File: src/core/ctu_pkg.sv
//----------------------------------------------------------------------
// Charge time unit edge control: shared constants
//----------------------------------------------------------------------
// Behaviour
// - Ordered mode: edge two waits for edge one
// - Unordered mode: both edges accepted independently
// - Discharge bit grounds the current source output
// - Discharge plus sampling connects the sink
// - Edges set flags; software writes flags too
// - Edge enable picks hardware or software edges
// - Four-bit source codes select the edge inputs
// - Idle stop halts the unit in idle
package ctu_pkg;

    //------------------------------------------------------------------
    // Register byte offsets
    //------------------------------------------------------------------
    localparam logic [7:0] CTU_CTRL_OFF = 8'h00;     // Control
    localparam logic [7:0] CTU_EDGE_OFF = 8'h04;     // Edge configuration
    localparam logic [7:0] CTU_STAT_OFF = 8'h08;     // Interrupt status
    localparam logic [7:0] CTU_CLR_OFF = 8'h0c;      // Interrupt clear
    localparam logic [7:0] CTU_IEN_OFF = 8'h10;      // Interrupt enable

    //------------------------------------------------------------------
    // Control register fields
    //------------------------------------------------------------------
    localparam int CTU_UNIT_ENABLE_BIT = 15;
    localparam int CTU_IDLE_STOP_BIT = 13;
    localparam int CTU_DELAY_GEN_BIT = 12;
    localparam int CTU_HW_EDGE_BIT = 11;
    localparam int CTU_ORDER_BIT = 10;
    localparam int CTU_GROUND_BIT = 9;
    localparam int CTU_CONV_REQ_BIT = 8;
    localparam logic [15:0] CTU_CTRL_WMASK = 16'hbf00;
    localparam logic [15:0] CTU_CTRL_RST = 16'h0000;

    //------------------------------------------------------------------
    // Edge configuration fields (per-edge field base: sel, pol, mode)
    //------------------------------------------------------------------
    localparam int CTU_E1_BASE = 10;                 // Edge one source lsb
    localparam int CTU_E2_BASE = 2;                  // Edge two source lsb
    localparam int CTU_POL_OFS = 4;                  // Polarity above sel
    localparam int CTU_MOD_OFS = 5;                  // Sampling kind above
    localparam int CTU_FLAG1_BIT = 8;
    localparam int CTU_FLAG2_BIT = 9;
    localparam logic [15:0] CTU_EDGE_WMASK = 16'hfffc;
    localparam logic [15:0] CTU_EDGE_RST = 16'h0000;

    //------------------------------------------------------------------
    // Edge source codes
    //------------------------------------------------------------------
    localparam logic [3:0] CTU_SRC_INSTR_CLK = 4'hf;
    localparam logic [3:0] CTU_SRC_CMP = 4'h4;
    localparam logic [3:0] CTU_SRC_PIN_A = 4'h3;
    localparam logic [3:0] CTU_SRC_PIN_B = 4'h2;
    localparam logic [3:0] CTU_SRC_OC = 4'h1;

    //------------------------------------------------------------------
    // Interrupt events
    //------------------------------------------------------------------
    localparam int CTU_EV_EDGE1 = 0;
    localparam int CTU_EV_EDGE2 = 1;
    localparam int CTU_EV_DONE = 2;
    localparam logic [2:0] CTU_IRQ_RST = 3'h0;

endpackage

File: src/core/ctu_edge_ctrl.sv
`timescale 1ns/1ps
module ctu_edge_ctrl
    import ctu_pkg::*;
(
    input wire logic ref_clk,
    input wire logic rst_b,
    // APB slave
    input wire logic psel,
    input wire logic penable,
    input wire logic pwrite,
    input wire logic [7:0] paddr,
    input wire logic [31:0] pwdata,
    output logic [31:0] prdata,
    output logic pready,
    output logic pslverr,
    // Edge sources
    input wire logic edge_pin_one,
    input wire logic edge_pin_two,
    input wire logic first_comparator,
    input wire logic first_output_compare,
    // Device state and converter status
    input wire logic idle_mode,
    input wire logic adc_sampling,
    // Analog controls and requests
    output logic current_source_on,
    output logic source_ground,
    output logic discharge_sink,
    output logic conv_start,
    output logic delay_gen_mode,
    output logic irq
);

    //------------------------------------------------------------------
    // State
    //------------------------------------------------------------------
    logic [15:0] ctrl_q, ctrl_d;             // Control register
    logic [15:0] edge_q, edge_d;             // Edge configuration
    logic [2:0] stat_q, stat_d;              // Sticky event status
    logic [2:0] ien_q, ien_d;                // Interrupt enable
    logic [1:0] act_prev_q, act_prev_d;      // Last active level per edge
    logic done_q, done_d;                    // Both edges seen
    logic instr_q, instr_d;                  // Instruction clock image
    // Bus answer registers
    logic [31:0] prdata_q, prdata_d;
    logic pready_q, pready_d;
    logic pslverr_q, pslverr_d;
    // Output drivers
    logic src_on_q, src_on_d;
    logic ground_q, ground_d;
    logic sink_q, sink_d;
    logic conv_q, conv_d;
    logic irq_q, irq_d;

    logic [1:0] act;                         // Selected source, polarised
    logic [1:0] hit;                         // Raw edge event per edge

    //------------------------------------------------------------------
    // Per-edge source select, polarity and sampling kind
    //------------------------------------------------------------------
    // One copy per edge; edge two has its own pin order
    genvar gi;
    generate
        for (gi = 0; gi < 2; gi++)
        begin : g_edge
            localparam int BASE = (gi == 0) ? CTU_E1_BASE : CTU_E2_BASE;
            logic [3:0] sel;
            logic raw;
            assign sel = edge_q[BASE+3:BASE];
            // Source multiplexer; pins swap between edges
            always_comb
            begin
                case (sel)
                    CTU_SRC_INSTR_CLK: raw = instr_q;
                    CTU_SRC_CMP: raw = (gi == 1) ? first_comparator
                                                 : 1'b0;
                    CTU_SRC_PIN_A: raw = (gi == 0) ? edge_pin_one
                                                   : edge_pin_two;
                    CTU_SRC_PIN_B: raw = (gi == 0) ? edge_pin_two
                                                   : edge_pin_one;
                    CTU_SRC_OC: raw = first_output_compare;
                    default: raw = 1'b0;                        // Reserved
                endcase
            end
            // Polarity: set means rising or high is active
            assign act[gi] = edge_q[BASE+CTU_POL_OFS] ? raw : ~raw;
            // Edge kind (mode bit set) fires on activation only;
            // level kind (mode bit clear) fires every active cycle
            assign hit[gi] = edge_q[BASE+CTU_MOD_OFS]
                           ? (act[gi] & ~act_prev_q[gi]) : act[gi];
        end
    endgenerate

    //------------------------------------------------------------------
    // Next-state logic
    //------------------------------------------------------------------
    // Decoded conditions shared by the branches below
    logic run;
    logic hw_en;
    logic ev1;
    logic ev2;
    logic meas_end;
    logic wr_acc;
    logic unmapped;
    always_comb
    begin
        // Hold control, edge, status and enable unless something below changes them
        ctrl_d = ctrl_q;
        edge_d = edge_q;
        stat_d = stat_q;
        ien_d = ien_q;
        prdata_d = 32'h0000_0000;
        pready_d = 1'b0;
        pslverr_d = 1'b0;
        instr_d = ~instr_q;

        // Unit runs when enabled and not stopped by idle
        run = ctrl_q[CTU_UNIT_ENABLE_BIT]
            & ~(ctrl_q[CTU_IDLE_STOP_BIT] & idle_mode);
        hw_en = ctrl_q[CTU_HW_EDGE_BIT];
        // Edge history is dropped while the unit is stopped
        act_prev_d = run ? act : 2'b00;

        // Setup phase: decode address, answer in the access phase
        unmapped = !(paddr == CTU_CTRL_OFF || paddr == CTU_EDGE_OFF
                  || paddr == CTU_STAT_OFF || paddr == CTU_CLR_OFF
                  || paddr == CTU_IEN_OFF);
        if (psel && !penable)
        begin
            pready_d = 1'b1;
            pslverr_d = unmapped;
            case (paddr)
                CTU_CTRL_OFF: prdata_d = {16'h0000, ctrl_q};
                CTU_EDGE_OFF: prdata_d = {16'h0000, edge_q};
                CTU_STAT_OFF: prdata_d = {29'h0000_0000, stat_q};
                CTU_IEN_OFF: prdata_d = {29'h0000_0000, ien_q};
                default: prdata_d = 32'h0000_0000;   // Clear reads zero
            endcase
        end

        // Access phase completes on this edge
        wr_acc = psel && penable && pready_q && pwrite && !pslverr_q;
        if (wr_acc)
        begin
            case (paddr)
                CTU_CTRL_OFF: ctrl_d = pwdata[15:0] & CTU_CTRL_WMASK;
                // Flag bits written here drive edges by hand
                CTU_EDGE_OFF: edge_d = pwdata[15:0]
                                     & CTU_EDGE_WMASK;
                CTU_CLR_OFF: stat_d = stat_q & ~pwdata[2:0];
                CTU_IEN_OFF: ien_d = pwdata[2:0];
                default: ;
            endcase
        end

        // Hardware edges only when edge enable is set
        ev1 = run && hw_en && hit[0];
        // Ordered mode holds off edge two until edge one
        ev2 = run && hw_en && hit[1]
            && (!ctrl_q[CTU_ORDER_BIT]
                || edge_q[CTU_FLAG1_BIT]);

        // Hardware set wins over a same-cycle software clear
        if (ev1)
        begin
            edge_d[CTU_FLAG1_BIT] = 1'b1;
        end
        if (ev2)
        begin
            edge_d[CTU_FLAG2_BIT] = 1'b1;
        end

        // Measurement ends when both flags stand
        done_d = edge_q[CTU_FLAG1_BIT] & edge_q[CTU_FLAG2_BIT];
        meas_end = done_d & ~done_q;

        // Sticky events, set after clear so set wins
        if (ev1)
        begin
            stat_d[CTU_EV_EDGE1] = 1'b1;
        end
        if (ev2)
        begin
            stat_d[CTU_EV_EDGE2] = 1'b1;
        end
        if (meas_end)
        begin
            stat_d[CTU_EV_DONE] = 1'b1;
        end

        // Conversion request only with the trigger bit
        conv_d = meas_end & run & ctrl_q[CTU_CONV_REQ_BIT];
        // Ground the current source while discharging
        ground_d = ctrl_d[CTU_GROUND_BIT];
        // Sink reaches sample capacitors only while sampling
        sink_d = ctrl_d[CTU_GROUND_BIT] & adc_sampling;
        // Current flows from edge one until edge two
        src_on_d = run & edge_d[CTU_FLAG1_BIT]
                 & ~edge_d[CTU_FLAG2_BIT] & ~ctrl_d[CTU_GROUND_BIT];
        // Level interrupt from enabled sticky bits
        irq_d = |(stat_d & ien_d);
    end

    //------------------------------------------------------------------
    // Software-visible registers
    //------------------------------------------------------------------
    // Control, edge configuration and interrupt state
    always_ff @(posedge ref_clk)
    begin
        if (!rst_b)
        begin
            ctrl_q <= CTU_CTRL_RST;
            edge_q <= CTU_EDGE_RST;
            stat_q <= CTU_IRQ_RST;
            ien_q <= CTU_IRQ_RST;
        end
        else
        begin
            ctrl_q <= ctrl_d;
            edge_q <= edge_d;
            stat_q <= stat_d;
            ien_q <= ien_d;
        end
    end

    //------------------------------------------------------------------
    // Edge tracking
    //------------------------------------------------------------------
    // Previous active levels, measurement state, internal clock image
    always_ff @(posedge ref_clk)
    begin
        if (!rst_b)
        begin
            act_prev_q <= 2'b00;
            done_q <= 1'b0;
            instr_q <= 1'b0;
        end
        else
        begin
            act_prev_q <= act_prev_d;
            done_q <= done_d;
            instr_q <= instr_d;
        end
    end

    //------------------------------------------------------------------
    // Bus answer
    //------------------------------------------------------------------
    // Ready, error and read data stand for the access cycle only
    always_ff @(posedge ref_clk)
    begin
        if (!rst_b)
        begin
            prdata_q <= 32'h0000_0000;
            pready_q <= 1'b0;
            pslverr_q <= 1'b0;
        end
        else
        begin
            prdata_q <= prdata_d;
            pready_q <= pready_d;
            pslverr_q <= pslverr_d;
        end
    end

    //------------------------------------------------------------------
    // Output drivers
    //------------------------------------------------------------------
    // Analog controls, conversion request and interrupt line
    always_ff @(posedge ref_clk)
    begin
        if (!rst_b)
        begin
            src_on_q <= 1'b0;
            ground_q <= 1'b0;
            sink_q <= 1'b0;
            conv_q <= 1'b0;
            irq_q <= 1'b0;
        end
        else
        begin
            src_on_q <= src_on_d;
            ground_q <= ground_d;
            sink_q <= sink_d;
            conv_q <= conv_d;
            irq_q <= irq_d;
        end
    end

    //------------------------------------------------------------------
    // Outputs, all straight from flip-flops
    //------------------------------------------------------------------
    assign prdata = prdata_q;
    assign pready = pready_q;
    assign pslverr = pslverr_q;
    assign current_source_on = src_on_q;
    assign source_ground = ground_q;
    assign discharge_sink = sink_q;
    assign conv_start = conv_q;
    // Delay mode expects comparator on edge two; shown to analog side
    assign delay_gen_mode = ctrl_q[CTU_DELAY_GEN_BIT];
    assign irq = irq_q;

endmodule

File: config.mk
export PLATFORM = sky130hd
export DESIGN_NAME = ctu_edge_ctrl
export DESIGN_NICKNAME = d
export VERILOG_FILES = /design/src/core/ctu_pkg.sv /design/src/core/ctu_edge_ctrl.sv
export SDC_FILE = /design/constraint.sdc
export NUM_CORES = 1
export LEC_CHECK = 0
export BUFFER_PORTS_ARGS = -buffer_cell sky130_fd_sc_hd__buf_2
export CAP_MARGIN = 25
export CORE_MARGIN = 4
export CORE_UTILIZATION = 37
export DETAILED_ROUTE_END_ITERATION = 12
export SLEW_MARGIN = 30
export SYNTH_ARGS = -nofsm -noshare
export SYNTH_HDL_FRONTEND = slang
export SYNTH_SLANG_ARGS = --single-unit
File: constraint.sdc
create_clock -name ref_clk -period 2.7 [get_ports ref_clk]
set_clock_uncertainty 0.1 [all_clocks]
set_input_delay 0.405 -clock ref_clk [delete_from_list [all_inputs] [get_ports ref_clk]]
set_output_delay 0.405 -clock ref_clk [all_outputs]
set_load 0.03 [all_outputs]
==> metrics.yaml <==
run_status:
  status: "finished clean"
worst_setup_path:
  crit_type: "reg -> reg"
  critPathSlowestCell: "or4_1"
  cp-end-kind: "flop"
  r2r-end: "current_source_on"
  required_ns: 2.82
  rr_startpoint: "edge_q[11]"
  critPathMaxFanout: 5
  startpoint_type: "flop"
  arrival_ns: 2.38
  r2r_slack_ns: 0.44
  path_cells: "or4_1 > a311oi_1 > mux2i_1 > nor2_2 > nor4b_2"
  r2r_cells: 5
  slowest_delay_ns: 0.53
sta:
  setup_ws_ns: 0.437
  final-hold-violation-count: 0
  slew_headroom: 0.399
  slew_viol_final: 0
  rsz0062_at_grt: "false"
  whs_ns: 0.240
  setup_viol: 0
  finalCritPeriodShare: 0.838
  fin_crit_ns: 2.26
  max_freq_ghz: 0.442
  tns_ns: 0
  tightest_slew_ns: 0.897
yosys:
  synth_warnings: 0
  synth-simple-area-share: 0.265
  yosysUniqueCellTypes: 44
  synthMuxAreaShare: 0.0238
  syn_inst: 257
  postSynth.asyncResetShare: 0
  synth_xor_area_frac: 0.00758
  syn_area_um2: 2310
  synth-compound-area-share: 0.162
  synth_fa_ha_area_frac: 0
  ys_ff_latch: 53
  synth_edf_count: 0
  ys.flop_type: "dfxtp_1"
  seq_area_frac_synth: 0.459
  synth_top_family_by_area: "simple AND/OR/NAND/NOR gates"
  avgSynthCellArea_um2: 9.00
place:
  place_ws_ns: 0.404
  dp.cells: 384
  io_buffers: 58
  gp_congestion: 0.790
  placed_area_um2: 2630
  dp_hpwl_mm: 3.95
clock_tree:
  cts-resized-gates: 0
  cts_setup_buffers: 0
  tritoncts: "built"
  insertion_delay_ns: 0.30
  numCtsBuffers: 5
  clockBufferDepth: 2
  clock_sinks: 53
  htree_levels: 2
  clk_pin_slew_worst_paths_ns: 0.09
  cts_root_buf: "clkbuf_8"
  cts.hold.buffers_added: 0
die:
  die-area_um2: 7580
  num_rows: 28
  die_w_um: 87.1
  core_um2: 5990
  io_pins: 91
  start_util: 0.386
  die_h_um: 87.1
finish:
  multi_input_area_um2: 1120
  final-seq-area_um2: 1060
  final_cells: 392
  final_cell_mix: "buf_2, dfxtp_1, nand2_1"
  layout-drive-gt1-share: 0.256
  nFillCells: 597
  finalInstanceArea_um2: 2750
  fin_util: 0.459
  area_delta_synth_final_pct: 18.9
  final_common_cell: "buf_2"
  num-nets-final: 367
  diodes: 0
detailed_routing:
  first_pass_iters: 4
  detail-route-antenna-nets: 0
  first_iter_violations: 66
  drc_errors: 0
  wire_per_inst_um: 13.6
  num_vias: 1940
  viasPerCell: 4.95
  drt_wl_total_mm: 5.32
power_and_ir_drop:
  pwr-share-clk: 0.386
  power_frac_seq: 0.548
  leakagePower_nw: 1.12
  power_mw: 1.43
  vdd_drop_max_mv: 0.247
  pwr-share-comb: 0.066
  p_int_mw: 1.12
  switching_share: 0.221
  power.density_nw_per_um2: 520
  p_sw_mw: 0.316
flow_run:
  cap_violations: 0
global_routing:
  grt_pass1_vias: 1810
  gr-usage-all-layers: 0.147
  grt_pass1_wl_mm: 8.80
  overflow: 0
  grt_max_degree: 34
  antenna_found_initial: 0
hold_path:
  min_to: "discharge_sink"
  min-delay-start: "adc_sampling"
  hold_depth: 2
  hp-class: "in -> reg"
## power groups by stage
stage                     clock network [mW]  logic [mW]  registers, mW
after floorplan                            0      0.0713          0.805
after global placement                     0      0.0940          0.803
after detailed placement                   0      0.0934          0.803
after CTS                              0.563      0.0937          0.785
after global routing                   0.595       0.103          0.785
final                                  0.552      0.0941          0.785
## registers in the layout, indices dropped and copies added, names as in the netlist
register	flops
pready	1
instr_q	1
done_q	1
current_source_on	1
act_prev_q	2
irq	1
discharge_sink	1
ctrl_q	7
conv_start	1
stat_q	3
ien_q	3
edge_q	14
pslverr	1
prdata	16
## kinds of logic after synthesis
logic type                count (synthesis)
AOI/OAI and AO/OA                        53
muxes                                     5
buffers and inverters                    33
other                                     1
and+or+nand+nor                         110
DFF                                      53
xor gates and xnor gates                  2
## Yosys cell counts (3+ instances only)
library cell	n	area, um2
mux2i_1	4	40.0
clkbuf_1	8	30.0
a21oi_1	5	25.0
nand4_1	3	18.8
a21boi_0	21	158
a22oi_1	10	75.1
nand2_1	31	116
nand3_1	23	115
and3_1	9	56.3
inv_1	6	22.5
buf_4	16	120
nor2_1	19	71.3
o21ai_0	8	40.0
nor2b_1	5	31.3
dfxtp_1	53	1060
nor4_4	3	63.8
## critical path, delay by kind of cell, from the launching register on
family	cells	cell delay [ns]
simple gates	3	0.87
compound gates	1	0.45
mux	1	0.40
flops	1	0.36
## routing by layer
layer  wire, um  global-route usage  up-vias
met4         75              0.0510        0
met3        273              0.0360        6
met1       2460               0.188      904
met5          0                   0        -
li1           -                   -      990
met2       2510               0.239       40
## layout make-up
class | count | share of cell area
tap | 75 | 0.0341
sequential | 53 | 0.386
multi-input combinational | 186 | 0.408
clock buffer | 7 | 0.0314
timing repair buffer | 64 | 0.122
inverter | 6 | 0.00819
clock inverter | 1 | 0.0109
## worst max path at each step
stage | from | endpoint | slack (ns)
after floorplan | paddr[4] | current_source_on | 0.55
after global placement | first_output_compare | current_source_on | 0.39
after detailed placement | first_output_compare | current_source_on | 0.40
after CTS | edge_q[11] | current_source_on | 0.44
after global routing | edge_q[10] | current_source_on | 0.25
final | edge_q[11] | current_source_on | 0.44
Power figures use the tool's default switching activity.
